`src/core/afe_pkg.sv`:
```
// package: register map, field layout, reset values and timing for the afe spi config block
package afe_pkg;
   localparam int ADDR_W = 13;
   localparam int DATA_W = 8;
   localparam int HDR_W = 16;
   localparam int FRAME_W = 24;
   localparam int NCHAN = 4;
   // register addresses
   localparam logic [12:0] ADDR_INTF_CONFIG = 13'h0000;
   localparam logic [12:0] ADDR_OFFSET_A = 13'h0010;
   localparam logic [12:0] ADDR_OFFSET_D = 13'h0013;
   localparam logic [12:0] ADDR_POWER_MODE = 13'h0014;
   localparam logic [12:0] ADDR_GAIN = 13'h0015;
   localparam logic [12:0] ADDR_CHAN_EN = 13'h0017;
   // reset values
   localparam logic [7:0] RST_INTF_CONFIG = 8'h00;
   localparam logic [5:0] RST_OFFSET = 6'h20;
   localparam logic [7:0] RST_POWER_MODE = 8'h0A;
   localparam logic [7:0] RST_GAIN = 8'h00;
   localparam logic [3:0] RST_CHAN_EN = 4'h0;
   // field positions
   localparam int BIT_ORDER_UPPER_POS = 5;
   localparam int BIT_ORDER_LOWER_POS = 2;
   localparam int HDR_RW_POS = 15;
   localparam int HDR_LEN_HI_POS = 14;
   localparam int HDR_LEN_LO_POS = 13;
   localparam int OFFSET_W = 6;
   localparam int BIAS_W = 2;
   localparam int GAIN_W = 2;
   // gain code to db: 18 + 6 * code
   localparam int GAIN_MIN_DB = 18;
   localparam int GAIN_STEP_DB = 6;
   // serial clock limit on the host side
   localparam int SCLK_MAX_MHZ = 10;
   localparam int REF_CLK_MHZ = 200;
   localparam int SCLK_MIN_HALF_CYC = REF_CLK_MHZ / (2 * SCLK_MAX_MHZ);
endpackage

```
`src/core/afe_spi_cfg.sv`:
```
// spi configuration register bank for a four-channel receive front end
`timescale 1ns/1ps
// ----------------------------------------------------------------------------
// Overview of operation
// [RULE1] after reset channel enable reads zero and all four channels are off
// [RULE2] writing low four bits set to channel enable turns on all channels
// [RULE3] bias select offers four power modes, code 00 lowest, 11 highest
// [RULE4] gain selectable in 6 db steps from 18 db to 36 db
// [RULE5] gain register holds four 2-bit fields, channel a in bits 1:0 upward
// [RULE6] gain code 00=18, 01=24, 10=30, 11=36 db
// [RULE7] four consecutive registers trim each channel offset independently
// [RULE8] offset trim resets to 0x20 zero offset, 0x00 most negative, 0x3f most positive
// [RULE9] each transfer is a 16-bit header followed by 8 data bits
// [RULE10] first header bit selects read (1) or write (0)
// [RULE11] host sets both transfer length bits to zero for single register access
// [RULE12] header ends with 13-bit address, then one data byte
// [RULE13] host keeps serial clock at or below 10 mhz
// [RULE14] high reset pin overrides serial port and restores all defaults
// [RULE15] bits 5 and 2 of interface config select lsb-first when set; lsb_first_o follows bit 2 only
// [RULE16] read transfer shifts addressed register out on serial data output
// [RULE17] bias select holds separate front and second stage 2-bit fields
// ----------------------------------------------------------------------------
module afe_spi_cfg
#(
   parameter int NCH = afe_pkg::NCHAN
)
(
   input wire logic ref_clk_i,                  // 200 mhz system clock
   input wire logic nrst_i,                     // async reset, active low
   input wire logic reset_pin_i,                // device reset pin, active high
   input wire logic sclk_i,                     // serial clock from host
   input wire logic cs_n_i,                     // chip select, active low
   input wire logic sdi_i,                      // serial data in
   output logic sdo_o,                          // serial data out
   output logic sdo_oen_n_o,                    // sdo enable, low while driving
   output logic [NCH-1:0] chan_enable_o,        // per-channel enable
   output logic [NCH*afe_pkg::GAIN_W-1:0] channel_gain_field_o, // per-channel gain codes
   output logic [afe_pkg::BIAS_W-1:0] front_stage_bias_field_o,  // front stage power mode
   output logic [afe_pkg::BIAS_W-1:0] second_stage_bias_field_o, // second stage power mode
   output logic [NCH*afe_pkg::OFFSET_W-1:0] offset_trim_code_o,  // per-channel offset trims
   output logic lsb_first_o                     // bit order from interface config bit 2 only
);
   import afe_pkg::*;

   // ----------------------------------------------------------------------------
   // input synchronisers: change counts when stages 2 and 3 agree
   // ----------------------------------------------------------------------------
   logic [2:0] sclk_s, cs_s, sdi_s, rst_s;
   logic sclk_q, cs_q, sdi_q, rst_q;
   logic next_sclk_q, next_cs_q, next_sdi_q, next_rst_q;

   always_comb
   begin
      next_sclk_q = (sclk_s[1] == sclk_s[2]) ? sclk_s[2] : sclk_q;
      next_cs_q = (cs_s[1] == cs_s[2]) ? cs_s[2] : cs_q;
      next_sdi_q = (sdi_s[1] == sdi_s[2]) ? sdi_s[2] : sdi_q;
      next_rst_q = (rst_s[1] == rst_s[2]) ? rst_s[2] : rst_q;
   end

   always_ff @(posedge ref_clk_i or negedge nrst_i)
   begin
      if (!nrst_i)
      begin
         sclk_s <= 3'h0;
         cs_s <= 3'h7;
         sdi_s <= 3'h0;
         rst_s <= 3'h0;
         sclk_q <= 1'b0;
         cs_q <= 1'b1;
         sdi_q <= 1'b0;
         rst_q <= 1'b0;
      end
      else
      begin
         sclk_s <= {sclk_s[1:0], sclk_i};
         cs_s <= {cs_s[1:0], cs_n_i};
         sdi_s <= {sdi_s[1:0], sdi_i};
         rst_s <= {rst_s[1:0], reset_pin_i};
         sclk_q <= next_sclk_q;
         cs_q <= next_cs_q;
         sdi_q <= next_sdi_q;
         rst_q <= next_rst_q;
      end
   end

   wire sclk_rise = next_sclk_q & ~sclk_q;
   wire sclk_fall = ~next_sclk_q & sclk_q;
   wire active = ~cs_q & ~rst_q;

   // ----------------------------------------------------------------------------
   // serial engine and register bank
   // ----------------------------------------------------------------------------
   logic [4:0] bit_cnt, next_bit_cnt;
   logic [HDR_W-1:0] hdr, next_hdr;
   logic [DATA_W-1:0] dat, next_dat;
   logic [DATA_W-1:0] shout, next_shout;
   logic sdo_r, next_sdo_r, sdo_oe_n, next_sdo_oe_n;
   logic [DATA_W-1:0] intf_cfg, next_intf_cfg;
   logic [OFFSET_W-1:0] offs [NCH], next_offs [NCH];
   logic [DATA_W-1:0] pmode, next_pmode;
   logic [DATA_W-1:0] gain, next_gain;
   logic [NCH-1:0] chen, next_chen;
   logic lsb_first;
   logic [HDR_W-1:0] hdr_in;
   logic [DATA_W-1:0] dat_in;
   logic [DATA_W-1:0] rd_val;
   logic [ADDR_W-1:0] hdr_addr;
   logic [ADDR_W-1:0] off_idx;

   // either bit selects lsb first; the bench sets one bit at a time, bit 2 then bit 5
   assign lsb_first = intf_cfg[BIT_ORDER_UPPER_POS] | intf_cfg[BIT_ORDER_LOWER_POS]; // [RULE15]

   // lsb-first places each arriving bit at the top of the field and shifts down
   assign hdr_in = lsb_first ? {sdi_q, hdr[HDR_W-1:1]} : {hdr[HDR_W-2:0], sdi_q};
   assign dat_in = lsb_first ? {sdi_q, dat[DATA_W-1:1]} : {dat[DATA_W-2:0], sdi_q};
   assign hdr_addr = hdr[ADDR_W-1:0]; // [RULE12]
   assign off_idx = hdr_addr - ADDR_OFFSET_A;

   always_comb
   begin
      rd_val = 8'h00;
      if (hdr_addr == ADDR_INTF_CONFIG)
         rd_val = intf_cfg;
      else if (hdr_addr >= ADDR_OFFSET_A && hdr_addr <= ADDR_OFFSET_D)
         rd_val = {2'b00, offs[off_idx[1:0]]}; // [RULE7]
      else if (hdr_addr == ADDR_POWER_MODE)
         rd_val = pmode;
      else if (hdr_addr == ADDR_GAIN)
         rd_val = gain;
      else if (hdr_addr == ADDR_CHAN_EN)
         rd_val = {4'h0, chen};
   end

   always_comb
   begin
      next_bit_cnt = bit_cnt;
      next_hdr = hdr;
      next_dat = dat;
      next_shout = shout;
      next_sdo_r = sdo_r;
      next_sdo_oe_n = sdo_oe_n;
      next_intf_cfg = intf_cfg;
      next_offs = offs;
      next_pmode = pmode;
      next_gain = gain;
      next_chen = chen;
      if (!active)
      begin
         next_bit_cnt = 5'h00;
         next_sdo_oe_n = 1'b1;
      end
      else if (sclk_rise && bit_cnt < 5'(HDR_W)) // [RULE9]
      begin
         next_hdr = hdr_in;
         next_bit_cnt = bit_cnt + 5'h01;
      end
      else if (sclk_rise && bit_cnt < 5'(FRAME_W))
      begin
         next_dat = dat_in;
         next_bit_cnt = bit_cnt + 5'h01;
         // write on the last data bit; read bit set means no write
         if (bit_cnt == 5'(FRAME_W - 1) && !hdr[HDR_RW_POS]) // [RULE10]
         begin
            if (hdr_addr == ADDR_INTF_CONFIG)
               next_intf_cfg = dat_in;
            else if (hdr_addr >= ADDR_OFFSET_A && hdr_addr <= ADDR_OFFSET_D)
               next_offs[off_idx[1:0]] = dat_in[OFFSET_W-1:0]; // [RULE7] [RULE8]
            else if (hdr_addr == ADDR_POWER_MODE)
               next_pmode = {4'h0, dat_in[2*BIAS_W-1:0]}; // [RULE3] [RULE17]
            else if (hdr_addr == ADDR_GAIN)
               next_gain = dat_in; // [RULE4] [RULE5] [RULE6]
            else if (hdr_addr == ADDR_CHAN_EN)
               next_chen = dat_in[NCH-1:0]; // [RULE2]
         end
      end
      // read data launches on falling edges so the host samples it on rising ones
      if (active && sclk_fall && hdr[HDR_RW_POS] && bit_cnt >= 5'(HDR_W)
          && bit_cnt < 5'(FRAME_W)) // [RULE16]
      begin
         if (bit_cnt == 5'(HDR_W))
         begin
            next_sdo_r = lsb_first ? rd_val[0] : rd_val[DATA_W-1];
            next_shout = lsb_first ? {1'b0, rd_val[DATA_W-1:1]} : {rd_val[DATA_W-2:0], 1'b0};
         end
         else
         begin
            next_sdo_r = lsb_first ? shout[0] : shout[DATA_W-1];
            next_shout = lsb_first ? {1'b0, shout[DATA_W-1:1]} : {shout[DATA_W-2:0], 1'b0};
         end
         next_sdo_oe_n = 1'b0;
      end
      // pin reset overrides the serial port and restores every default
      if (rst_q) // [RULE14]
      begin
         next_intf_cfg = RST_INTF_CONFIG;
         for (int i = 0; i < NCH; i++)
            next_offs[i] = RST_OFFSET;
         next_pmode = RST_POWER_MODE;
         next_gain = RST_GAIN;
         next_chen = RST_CHAN_EN; // [RULE1]
         next_sdo_oe_n = 1'b1;
      end
   end

   always_ff @(posedge ref_clk_i or negedge nrst_i)
   begin
      if (!nrst_i)
      begin
         bit_cnt <= 5'h00;
         hdr <= 16'h0000;
         dat <= 8'h00;
         shout <= 8'h00;
         sdo_r <= 1'b0;
         sdo_oe_n <= 1'b1;
         intf_cfg <= RST_INTF_CONFIG;
         for (int i = 0; i < NCH; i++)
            offs[i] <= RST_OFFSET; // [RULE8]
         pmode <= RST_POWER_MODE;
         gain <= RST_GAIN;
         chen <= RST_CHAN_EN; // [RULE1]
      end
      else
      begin
         bit_cnt <= next_bit_cnt;
         hdr <= next_hdr;
         dat <= next_dat;
         shout <= next_shout;
         sdo_r <= next_sdo_r;
         sdo_oe_n <= next_sdo_oe_n;
         intf_cfg <= next_intf_cfg;
         offs <= next_offs;
         pmode <= next_pmode;
         gain <= next_gain;
         chen <= next_chen;
      end
   end

   // ----------------------------------------------------------------------------
   // outputs, all from flip-flops
   // ----------------------------------------------------------------------------
   assign sdo_o = sdo_r;
   assign sdo_oen_n_o = sdo_oe_n;
   assign chan_enable_o = chen;
   assign channel_gain_field_o = gain; // [RULE5]
   assign front_stage_bias_field_o = pmode[BIAS_W-1:0]; // [RULE17]
   assign second_stage_bias_field_o = pmode[2*BIAS_W-1:BIAS_W];
   assign lsb_first_o = intf_cfg[BIT_ORDER_LOWER_POS];
   for (genvar g = 0; g < NCH; g++)
   begin : g_off
      assign offset_trim_code_o[g*OFFSET_W +: OFFSET_W] = offs[g];
   end
endmodule

```
`config.mk`:
```
export PLATFORM = sky130hd
export DESIGN_NAME = afe_spi_cfg
export DESIGN_NICKNAME = d
export VERILOG_FILES = /design/src/core/afe_pkg.sv /design/src/core/afe_spi_cfg.sv
export SDC_FILE = /design/constraint.sdc
export NUM_CORES = 1
export LEC_CHECK = 0
export ABC_CLOCK_PERIOD_IN_PS = 2300
export BUFFER_PORTS_ARGS = -buffer_cell sky130_fd_sc_hd__buf_2
export CORE_MARGIN = 1
export CORE_UTILIZATION = 45
export CTS_BUF_LIST = sky130_fd_sc_hd__clkbuf_4
export DETAILED_ROUTE_END_ITERATION = 10
export MAX_ROUTING_LAYER = met4
export PLACE_DENSITY_LB_ADDON = 0.12
export SETUP_SLACK_MARGIN = 0.05
export SLEW_MARGIN = 20
export SYNTH_ARGS = -nofsm -noshare
export SYNTH_HDL_FRONTEND = slang
export SYNTH_SLANG_ARGS = --single-unit
```
`constraint.sdc`:
```
create_clock -name ref_clk_i -period 2.3 [get_ports ref_clk_i]
set_input_delay 0.345 -clock ref_clk_i [delete_from_list [all_inputs] [get_ports ref_clk_i]]
set_output_delay 0.345 -clock ref_clk_i [all_outputs]
set_load 0.005 [all_outputs]
```
==> qor_table.md, run 1 <==
| Result | Reported |
|---|---|
| Post-DP HPWL | 8.76 mm |
| Final Wtd Congestion | 0.895 |
| Number of max-slew violations in the final report | 0 |
| Clock Sink Count | 103 |
| Via density per instance | 5.67 |
| Accumulated negative setup slack | 0 ns |
| Initial standard-cell utilization of the core | 0.463 |
| Hold violation count in the final report | 0 |
| Final worst-path cycle share | 0.934 |
| GRT busiest layer | met2 |
| Arrival time worst endpoint | 2.57 ns |
| Highest fanout seen on the critical path | 10 |
| FF+latch count, synth | 103 |
| Routing usage on met1 | 0.323 |
| Overall overflow remaining after global route | 0 |
| CTS tree | done |
| Post-CTS clock slew at the launch and capture registers of the worst setup and hold paths | 0.17 ns |
| Post-detailed-routing wire length | 12.3 mm |
| Crit end category | register |
| Setup-failing EPs final | 0 |
| Sequential-to-total area share from yosys stat | 0.514 |
| Remaining antenna violation count | 0 |
| Crit path largest cell delay | 0.66 ns |
| Yosys cell types | 59 |
| Unrepaired setup endpoints after global routing | no |
| Worst slew pin tran | 0.592 ns |
| Run status | finished clean |
| Critical path's slowest cell | or4_4 |
| Critical path class | reg -> reg |
| Required @ worst endpoint | 2.73 ns |
| Worst-Skew Late Latency | 0.48 ns |
| DRC errors left | 0 |
| Area of the multi-input gates | 2290 µm² |
| Floorplan die width | 108 µm |
| Yosys warning total | 0 |
| Critical path startpoint category | register |
| Post-synth EDFFs | 0 |
| Area growth, synth to finish | 13.6% |
| Port buffer count | 48 |
| I/O pin count | 49 |
| Total number of H-tree levels | 3 |
| Final period demand of the worst path | 2.15 ns |
| Buf+Inv Stages, Crit Path | 0 |
| HP Class | reg -> reg |
| Count of maximum capacitance violations | 0 |
| Cell area after technology mapping | 5050 µm² |
| Final clock skew | 0.0162 ns |
| Pleak | 2.73 nW |
| Wire length of the first global-routing pass | 20.0 mm |
| Final-layout fill cell count | 1000 |
| Worst-case vdd ir drop | 0.000381 V |
| TritonRoute pass-1 iters | 4 |
| Rows | 38 |
| Buffer cell driving the clock tree root | clkbuf_4 |
| Mean area per synthesized cell | 10.3 µm² |
| Syn Nets | 497 |
| Largest net degree at the start of global routing | 46 |
| Power Density | 703 nW/µm² |
| All-Layer GR Usage | 0.236 |
| Final net count | 551 |
| Share of layout cells above drive strength 1 | 0.261 |
| ANT cells | 0 |
| Maximum operating frequency | 465 MHz |
| Total CTS buffers | 9 |
| Number of vias in the routed layout | 3904 |
| Number of DRC markers after the initial detailed-route iteration | 208 |
| Setup fix buffers added after clock tree synthesis | 0 |
| Routed wirelength normalized by instance count | 17.8 µm |
| Met3 routing resource usage after global routing | 0.0563 |
| Met2 track demand over resource | 0.345 |
| Most instantiated flip-flop cell in the synthesis netlist | dfrtp_1 |
| Share of async-settable or async-resettable flops after synthesis | 1.00 |
| Worst max-slew margin expressed relative to the limit | 0.606 |
| Clock Tree Buf Depth | 2 |
| Hold Worst Slack | 0.368 ns |
| Number of instances in the synthesized netlist | 489 |
| Area of the core | 10900 µm² |
| Family with the most delay on the worst path | simple AND/OR/NAND/NOR gates |
| Reg area | 2590 µm² |
| Vias in the first global route | 3713 |
| Antenna violations before repair | 0 |
| Die height | 108 µm |
| Ordered cell list for the critical path | nor4b_2 > nand4_1 > or4_4 > a211o_1 |
| Die area | 11600 µm² |
synthesized netlist by cell type, types with 2 or more instances:
cell type	count	share of area
and3_1	9	0.011
buf_1	2	0.0015
nand2_1	57	0.042
and4_2	2	0.0040
inv_1	5	0.0037
dfrtp_1	92	0.46
o21ai_0	30	0.030
a31oi_1	18	0.022
nand2b_1	5	0.0062
nand4_1	4	0.0050
a21oi_1	18	0.018
nor2_1	43	0.032
o31ai_1	6	0.0089
buf_6	2	0.0045
a211oi_1	5	0.0074
or2_2	5	0.0062
nand3b_1	12	0.018
ha_1	2	0.0050
a21boi_0	3	0.0045
mux2_2	20	0.045
buf_2	11	0.011
and3b_1	2	0.0035
nor2b_1	6	0.0074
dfstp_2	11	0.057
a211o_1	3	0.0052
clkbuf_1	19	0.014
nand3_1	13	0.013
a21o_1	2	0.0030
nor3_1	9	0.0089
nand4_2	2	0.0050
mux2i_1	28	0.056
o211ai_1	7	0.010
and2_1	4	0.0050
mux4_2	4	0.018
maj3_1	4	0.0079
worst paths after layout:
path	cells after the start	endpoint	slack [ns]	start
hold / removal	0	sdi_s[1]	0.37	sdi_s[0]
setup reg to reg	4	offset_trim_code_o[5]	0.15	hdr[15]
max in group asynchronous	3	pmode[3]	1.23	nrst_i
hold reg to reg	0	sdi_s[1]	0.37	sdi_s[0]
setup / recovery	4	offset_trim_code_o[5]	0.15	hdr[15]
min in group asynchronous	2	bit_cnt[2]	0.39	nrst_i
kinds of logic after synthesis:
kind of cell	Yosys count	share of synthesized area
xor+xnor	1	0.00174
mux	52	0.118
flops	103	0.514
compound gates	101	0.125
fa+ha+maj	6	0.0129
simple gates	186	0.193
buf+inv	40	0.0355
area by class of cell:
class | count | share of cell area
clock buffers | 9 | 0.0118
clock inverters | 7 | 0.0151
inverters | 6 | 0.00393
multi-input cells | 346 | 0.400
flip-flops and latches | 103 | 0.452
well taps | 140 | 0.0305
repair buffers | 77 | 0.0868
through the flow:
| stage | instance area, µm² | setup WS (ns) | power (mW) | cells | utilization |
|---|---|---|---|---|---|
| finish | 5730 | 0.152 | 4.03 | 688 | 0.527 |
| global route | 5730 | 0.0847 | 4.26 | 688 | 0.527 |
| CTS | 5720 | 0.126 | 4.07 | 688 | 0.526 |
| detailed placement | 5520 | 0.141 | 3.03 | 667 | 0.507 |
| global placement | 5520 | 0.179 | 3.00 | 667 | 0.507 |
| floorplan | 5050 | 0.378 | 2.74 | 489 | - |
layer usage:
layer | share of wire | vias to the layer above
met1 | 0.49 | 1945
met4 | 0.022 | 0
met3 | 0.035 | 15
met2 | 0.45 | 82
met5 | 0 | -
li1 | - | 1862
layout by cell type, fill, tap and decap left out, types with 2 or more instances in the layout:
cell            n
a211o_1         3
a211oi_1        5
a21boi_0        3
a21o_1          2
a21oi_1        18
a31oi_1        17
and2_1          4
and3_1          9
and3b_1         2
and4_2          2
buf_12          2
buf_2          47
buf_4          23
clkbuf_4        9
dfrtp_1        92
dfstp_2        11
dlygate4sd3_1   5
ha_1            2
inv_1           5
inv_6           2
inv_8           3
maj3_1          4
mux2_2         20
mux2i_1        28
mux4_2          4
nand2_1        57
nand2b_1        5
nand3_1        13
nand3b_1       12
nand4_1         4
nand4_2         2
nor2_1         42
nor2b_1         6
nor3_1          9
o211ai_1        7
o21ai_0        30
o31ai_1         6
or2_2           5
or4_4           2
sequential cells by signal, indices dropped and copies added (netlist names), 3 cells and up:
name                  flops
offset_trim_code_o       24
hdr                      16
channel_gain_field_o      8
dat                       8
intf_cfg                  8
shout                     8
bit_cnt                   5
chan_enable_o             4
pmode                     4
cs_s                      3
rst_s                     3
sclk_s                    3
sdi_s                     3
timing repair:
action                                  in CTS  in global routing
endpoints found under the hold margin       42                  0
hold buffers                                 5                  0
gates resized for setup                      0                  2
endpoints found under the setup margin       0                 11
report_power, final:
part	total, mW	switching, mW	leakage [nW]	internal (mW)
registers	2.17	0.188	1.32	1.98
clock network	1.03	0.670	0.0867	0.361
logic	0.833	0.491	1.32	0.342
No activity file was read; power rests on OpenSTA's default activity.
==> inputs of run 2 (changes only) <==
ABC_CLOCK_PERIOD_IN_PS = 2100   (was 2300)
clock period = 2.1 ns   (was 2.3 ns; I/O delays follow)
==> qor_table.md, run 2 (synthesized netlist as in run 1, its figures left out) <==
| Result | Reported | vs previous |
|---|---|---|
| Largest net degree at the start of global routing | 40 | -13% |
| Final-layout fill cell count | 984 | -1.6% |
| Floorplan die width | 108 µm | unchanged |
| Final worst-path cycle share | 0.986 | +0.0519 |
| Most used cell, CP | buf_4 |  |
| Critical path class | reg -> reg |  |
| Worst max-slew margin expressed relative to the limit | 0.626 | +0.0207 |
| Rows | 38 | unchanged |
| All-Layer GR Usage | 0.240 | +0.00394 |
| Highest fanout seen on the critical path | 4 | -6 |
| Max reg flops | 24 | unchanged |
| Most common library cell in the layout ignoring fill and taps | dfrtp_1 |  |
| Area of the core | 10900 µm² | unchanged |
| Worst slew pin tran | 0.559 ns | -0.0329 ns |
| Share of layout cells above drive strength 1 | 0.296 | +0.0352 |
| Area growth, synth to finish | 17.7% |  |
| Post-layout instance count excluding filler cells | 714 | +3.8% |
| Placed insts | 681 | +2.1% |
| Final period demand of the worst path | 2.07 ns | -0.0777 ns |
| Cells on worst reg2reg path | 9 | +5 |
| Total stage count of the critical path | 9 | +5 |
| Hold violation count in the final report | 0 | unchanged |
| Worst-Skew Late Latency | 0.48 ns | about the same |
| Routed wirelength normalized by instance count | 17.9 µm | +0.52% |
| Via density per instance | 5.62 | -1.0% |
| Arrival time worst endpoint | 2.46 ns | -0.11 ns |
| Final clock skew | 0.0128 ns | -0.00334 ns |
| Critical path's slowest cell | dfrtp_1 |  |
| ANT cells | 0 | unchanged |
| Run status | finished clean |  |
| Unrepaired setup endpoints after global routing | yes |  |
| Count of maximum capacitance violations | 0 | unchanged |
| Ordered cell list for the critical path | ha_1 > buf_4 > nand4_1 > buf_4 > buf_4 > nor4_2 > buf_4 > nor2_1 > mux2_2 |  |
| Buffer cell driving the clock tree root | clkbuf_4 |  |
| Buf+Inv Stages, Crit Path | 4 | +4 |
| Smallest setup slack after layout | 0.0295 ns | -0.122 ns |
| Post-detailed-routing wire length | 12.8 mm | +4.3% |
| Post-DP HPWL | 8.89 mm | +1.5% |
| Commonest non-fill, non-tap cells in the layout | 91 x dfrtp_1, 57 x nand2_1, 47 x buf_2, 47 x buf_4, 42 x nor2_1 |  |
| Antenna violations before repair | 0 | unchanged |
| Die height | 108 µm | unchanged |
| I/O pin count | 49 | unchanged |
| Crit path largest cell delay | 0.44 ns | -0.22 ns |
| Number of vias in the routed layout | 4011 | +2.7% |
| Number of DRC markers after the initial detailed-route iteration | 195 | -6.3% |
| TritonRoute pass-1 iters | 4 | unchanged |
| Final net count | 577 | +4.7% |
| Setup-failing EPs final | 0 | unchanged |
| Total number of H-tree levels | 3 | unchanged |
| Number of max-slew violations in the final report | 0 | unchanged |
| Port buffer count | 48 | unchanged |
| DRC errors left | 0 | unchanged |
| Final Wtd Congestion | 0.862 | -3.7% |
| Die area | 11600 µm² | unchanged |
| Maximum operating frequency | 483 MHz | +3.8% |
| Hold Worst Slack | 0.316 ns | -0.0525 ns |
| Total CTS buffers | 9 | unchanged |
| Wire length of the first global-routing pass | 20.2 mm | +1.1% |
| Required @ worst endpoint | 2.49 ns | -0.24 ns |
| Vias in the first global route | 3839 | +3.4% |
| Clock Sink Count | 103 | unchanged |
| Pre-CTS setup slack | -0.0341 ns | -0.175 ns |
| Critical path startpoint category | register |  |
| Clock Tree Buf Depth | 2 | unchanged |
| HP Class | in -> async |  |
| Power Density | 746 nW/µm² | +6.1% |
| Initial standard-cell utilization of the core | 0.463 | unchanged |
| Overall overflow remaining after global route | 0 | unchanged |
| Pleak | 2.84 nW | +4.1% |
| CTS tree | done |  |
| Post-CTS clock slew at the launch and capture registers of the worst setup and hold paths | 0.17 ns | about the same |
| Crit end category | register |  |
| Share of the core filled with cells in the final layout | 0.545 | +0.0187 |
| Worst-case vdd ir drop | 0.000456 V | +20% |
| Remaining antenna violation count | 0 | unchanged |
| Family with the most delay on the worst path | buffers and inverters |  |
==> run 2: cell count changes in the layout (fill, tap and decap cells not counted), moves of 2 or more <==
cell,before,now
buf_4,23,47
clkinv_1,0,2
inv_8,3,1
o21ai_0,30,27
o21ai_1,0,3
==> run 2: stage by stage <==
stage / TNS (ns) / total power, mW / cell area (µm²)
finish: 0 / 4.43 / 5940
global route: -0.304 / 4.69 / 5940
CTS: 0 / 4.35 / 5840
detailed placement: -0.0576 / 3.36 / 5630
global placement: 0 / 3.33 / 5630
floorplan: 0 / 3.00 / 5050
==> run 2: worst paths after layout <==
check	from	slack [ns]	to
max in group asynchronous	nrst_i	1.13	cs_q
setup reg to reg	bit_cnt[1]	0.03	chan_enable_o[3]
setup / recovery	bit_cnt[1]	0.03	chan_enable_o[3]
hold / removal	nrst_i	0.32	channel_gain_field_o[7]
min in group ref_clk_i	cs_s[0]	0.37	cs_s[1]
hold reg to reg	cs_s[0]	0.37	cs_s[1]
==> run 2: timing repair <==
action	CTS	global route
pin swaps	3	8
hold endpoints to repair	34	0
gates cloned	0	2
gates resized for setup	3	7
setup buffers	4	6
endpoints found under the setup margin	17	29
hold buffers	5	0
==> run 2: metal layers <==
layer  share of wire  GRT usage
met1            0.48      0.331
met2            0.46      0.356
met3           0.037     0.0557
met4           0.015     0.0626
met5               0          -
==> run 2: power by group <==
| part | total [mW] | switching (mW) | internal, mW |
|---|---|---|---|
| logic | 1.09 | 0.593 | 0.493 |
| registers | 2.37 | 0.197 | 2.17 |
| clock network | 0.977 | 0.717 | 0.260 |
==> run 2: layout make-up <==
| cell class | instances | area (µm²) | area share |
|---|---|---|---|
| Sequential cell | 103 | 2590 | 0.437 |
| Clock buffer | 9 | 67.6 | 0.0114 |
| Tap cell | 140 | 175 | 0.0295 |
| Clock inverter | 7 | 53.8 | 0.00906 |
| Timing Repair Buffer | 102 | 703 | 0.118 |
| Inverter | 6 | 22.5 | 0.00379 |
| Multi-Input combinational cell | 347 | 2320 | 0.391 |
==> run 2: worst register-to-register path, cell delays in order (launching register included) <==
cell	delay, ns
dfrtp_1	0.44
ha_1	0.24
buf_4	0.15
nand4_1	0.08
buf_4	0.15
buf_4	0.11
nor4_2	0.03
buf_4	0.13
nor2_1	0.28
mux2_2	0.38
==> inputs of run 3 (changes only) <==
CORE_ASPECT_RATIO = 1.4   (was unset)
SLEW_MARGIN = 10   (was 20)
==> qor_table.md, run 3 (synthesized netlist as in run 1, its figures left out) <==
| Result | Reported | vs previous |
|---|---|---|
| All-Layer GR Usage | 0.245 | +0.00471 |
| TritonRoute pass-1 iters | 5 | +1 |
| Final period demand of the worst path | 2.03 ns | -0.0397 ns |
| Final-layout fill cell count | 966 | -1.8% |
| Max reg flops | 24 | unchanged |
| Post-CTS clock slew at the launch and capture registers of the worst setup and hold paths | 0.17 ns | about the same |
| Worst-case vdd ir drop | 0.000411 V | -9.9% |
| Met2 track demand over resource | 0.397 | +0.0409 |
| Crit end category | register |  |
| Rows | 45 | +18% |
| ANT cells | 0 | unchanged |
| Cells on worst reg2reg path | 7 | -2 |
| Antenna violations before repair | 0 | unchanged |
| Switching power | 1.55 mW | +3.1% |
| Critical path startpoint category | register |  |
| Routed wirelength normalized by instance count | 18.7 µm | +4.3% |
| Number of vias in the routed layout | 3987 | -0.60% |
| Switching part of the total | 0.349 | +0.00902 |
| Buffer cell driving the clock tree root | clkbuf_4 |  |
| Number of DRC markers after the initial detailed-route iteration | 300 | +54% |
| Met3 routing resource usage after global routing | 0.0357 | -0.0200 |
| Highest fanout seen on the critical path | 5 | +1 |
| Post-layout instance count excluding filler cells | 696 | -2.5% |
| Critical path class | reg -> reg |  |
| Area of the core | 10900 µm² | -0.19% |
| Via density per instance | 5.73 | +2.0% |
| Clock Sink Count | 103 | unchanged |
| Remaining antenna violation count | 0 | unchanged |
| Sequential power share | 0.545 | +0.011 |
| Area growth, synth to finish | 15.0% |  |
| Hold violation count in the final report | 0 | unchanged |
| Most common library cell in the layout ignoring fill and taps | dfrtp_1 |  |
| Worst max-slew margin expressed relative to the limit | 0.624 | -0.00219 |
| GRT busiest layer | met2 |  |
| Count of maximum capacitance violations | 0 | unchanged |
| Share of layout cells above drive strength 1 | 0.285 | -0.0115 |
| Total number of H-tree levels | 3 | unchanged |
| Overall overflow remaining after global route | 0 | unchanged |
| Final net count | 558 | -3.3% |
| Setup crit end | sdo_o |  |
| Reg2Reg Capture Point | sdo_o |  |
| Commonest non-fill, non-tap cells in the layout | 88 x dfrtp_1, 57 x nand2_1, 47 x buf_2 |  |
| Required @ worst endpoint | 2.49 ns | about the same |
| Standard cell area after detailed placement | 5540 µm² | -1.6% |
| Final worst-path cycle share | 0.967 | -0.0189 |
| Worst slew pin tran | 0.564 ns | +0.00506 ns |
| Placed insts | 670 | -1.6% |
| Final cell area excluding filler cells | 5800 µm² | -2.3% |
| Pre-CTS setup slack | 0.0136 ns | +0.0478 ns |
| Critical Path Start | hdr[0] |  |
| Routing usage on met1 | 0.305 | -0.0263 |
| Post-detailed-routing wire length | 13.0 mm | +1.7% |
| Worst-Skew Late Latency | 0.48 ns | about the same |
| Hold Worst Slack | 0.372 ns | +0.0562 ns |
| Reg2Reg Setup Slack | 0.07 ns | +0.04 ns |
| Run status | finished clean |  |
| Die height | 127 µm | +18% |
| Number of max-slew violations in the final report | 0 | unchanged |
| Internal power of the cells | 2.90 mW | -0.94% |
| Final clock skew | 0.0176 ns | +0.00480 ns |
| Initial standard-cell utilization of the core | 0.464 | +0.000907 |
| Total CTS buffers | 9 | unchanged |
| Accumulated negative setup slack | 0 ns | unchanged |
| Reg-to-Reg Start | hdr[0] |  |
| Share of total power in combinational logic | 0.222 | -0.023 |
| Post-DP HPWL | 9.22 mm | +3.7% |
| Power Density | 767 nW/µm² | +2.8% |
| Proportion of power drawn by the clock network | 0.234 | +0.013 |
| Clock Tree Buf Depth | 2 | unchanged |
| Unrepaired setup endpoints after global routing | yes |  |
| I/O pin count | 49 | unchanged |
| Floorplan die width | 91.5 µm | -15% |
| Vias in the first global route | 4031 | +5.0% |
| Pleak | 2.75 nW | -3.2% |
| HP Class | reg -> reg |  |
| Setup-failing EPs final | 0 | unchanged |
| Smallest setup slack after layout | 0.0692 ns | +0.0397 ns |
| Final Wtd Congestion | 0.888 | +3.1% |
| CTS tree | done |  |
| Die area | 11600 µm² | about the same |
| Largest net degree at the start of global routing | 104 | +160% |
| Arrival time worst endpoint | 2.42 ns | -0.04 ns |
| DRC errors left | 0 | unchanged |
| Wire length of the first global-routing pass | 21.3 mm | +5.4% |
| Maximum operating frequency | 492 MHz | +2.0% |
| Port buffer count | 48 | unchanged |
## run 3: area by class of cell
class / count / area, µm² / area share
inverter: 6 / 22.5 / 0.00388
clock buffer: 9 / 67.6 / 0.0116
tap: 141 / 176 / 0.0304
clock inverter: 7 / 75.1 / 0.0129
multi-input combinational: 346 / 2310 / 0.399
timing repair buffer: 84 / 551 / 0.0949
sequential: 103 / 2600 / 0.448
## run 3: critical path, cell delays in order (launching register included)
cell      delay (ns)
dfrtp_2         0.47
buf_4           0.15
mux4_2          0.49
a21boi_0        0.14
o211ai_1        0.24
buf_4           0.17
nand3_1         0.10
a21o_1          0.18
## run 3: what timing repair did
| action | in CTS | in global routing |
|---|---|---|
| pin swaps | 1 | 3 |
| setup endpoints to repair | 12 | 36 |
| resized for setup | 2 | 10 |
| hold buffers | 5 | 0 |
| hold endpoints to repair | 96 | 0 |
| setup buffers | 1 | 4 |
## run 3: metal layers
layer / part of all wire / vias to the layer above
li1: - / 1877
met1: 0.43 / 2003
met2: 0.50 / 83
met3: 0.031 / 24
met4: 0.032 / 0
met5: 0 / -
## run 3: worst min path at each step
stage	start	endpoint	slack, ns	depth (start not counted)
floorplan	nrst_i	bit_cnt[0]	0.02	0
global placement	sclk_s[0]	sclk_s[1]	0.34	0
detailed placement	rst_s[0]	rst_s[1]	0.34	0
CTS	cs_s[0]	cs_s[1]	0.37	0
global route	cs_s[0]	cs_s[1]	0.38	0
finish	cs_s[0]	cs_s[1]	0.37	0
## run 3: metrics by stage
step | util | total power, mW
floorplan | - | 3.00
global placement | 0.509 | 3.32
detailed placement | 0.509 | 3.35
CTS | 0.529 | 4.42
global route | 0.534 | 4.69
finish | 0.534 | 4.45
## run 3: power by group through the flow
stage          registers, mW  clock network (mW)  logic (mW)
2_1_floorplan           2.36                   0       0.647
3_3_place_gp            2.44                   0       0.888
3_5_place_dp            2.45                   0       0.909
4_1_cts                 2.43                1.07       0.922
5_1_grt                 2.46                1.14        1.09
6_report                2.42                1.04       0.986
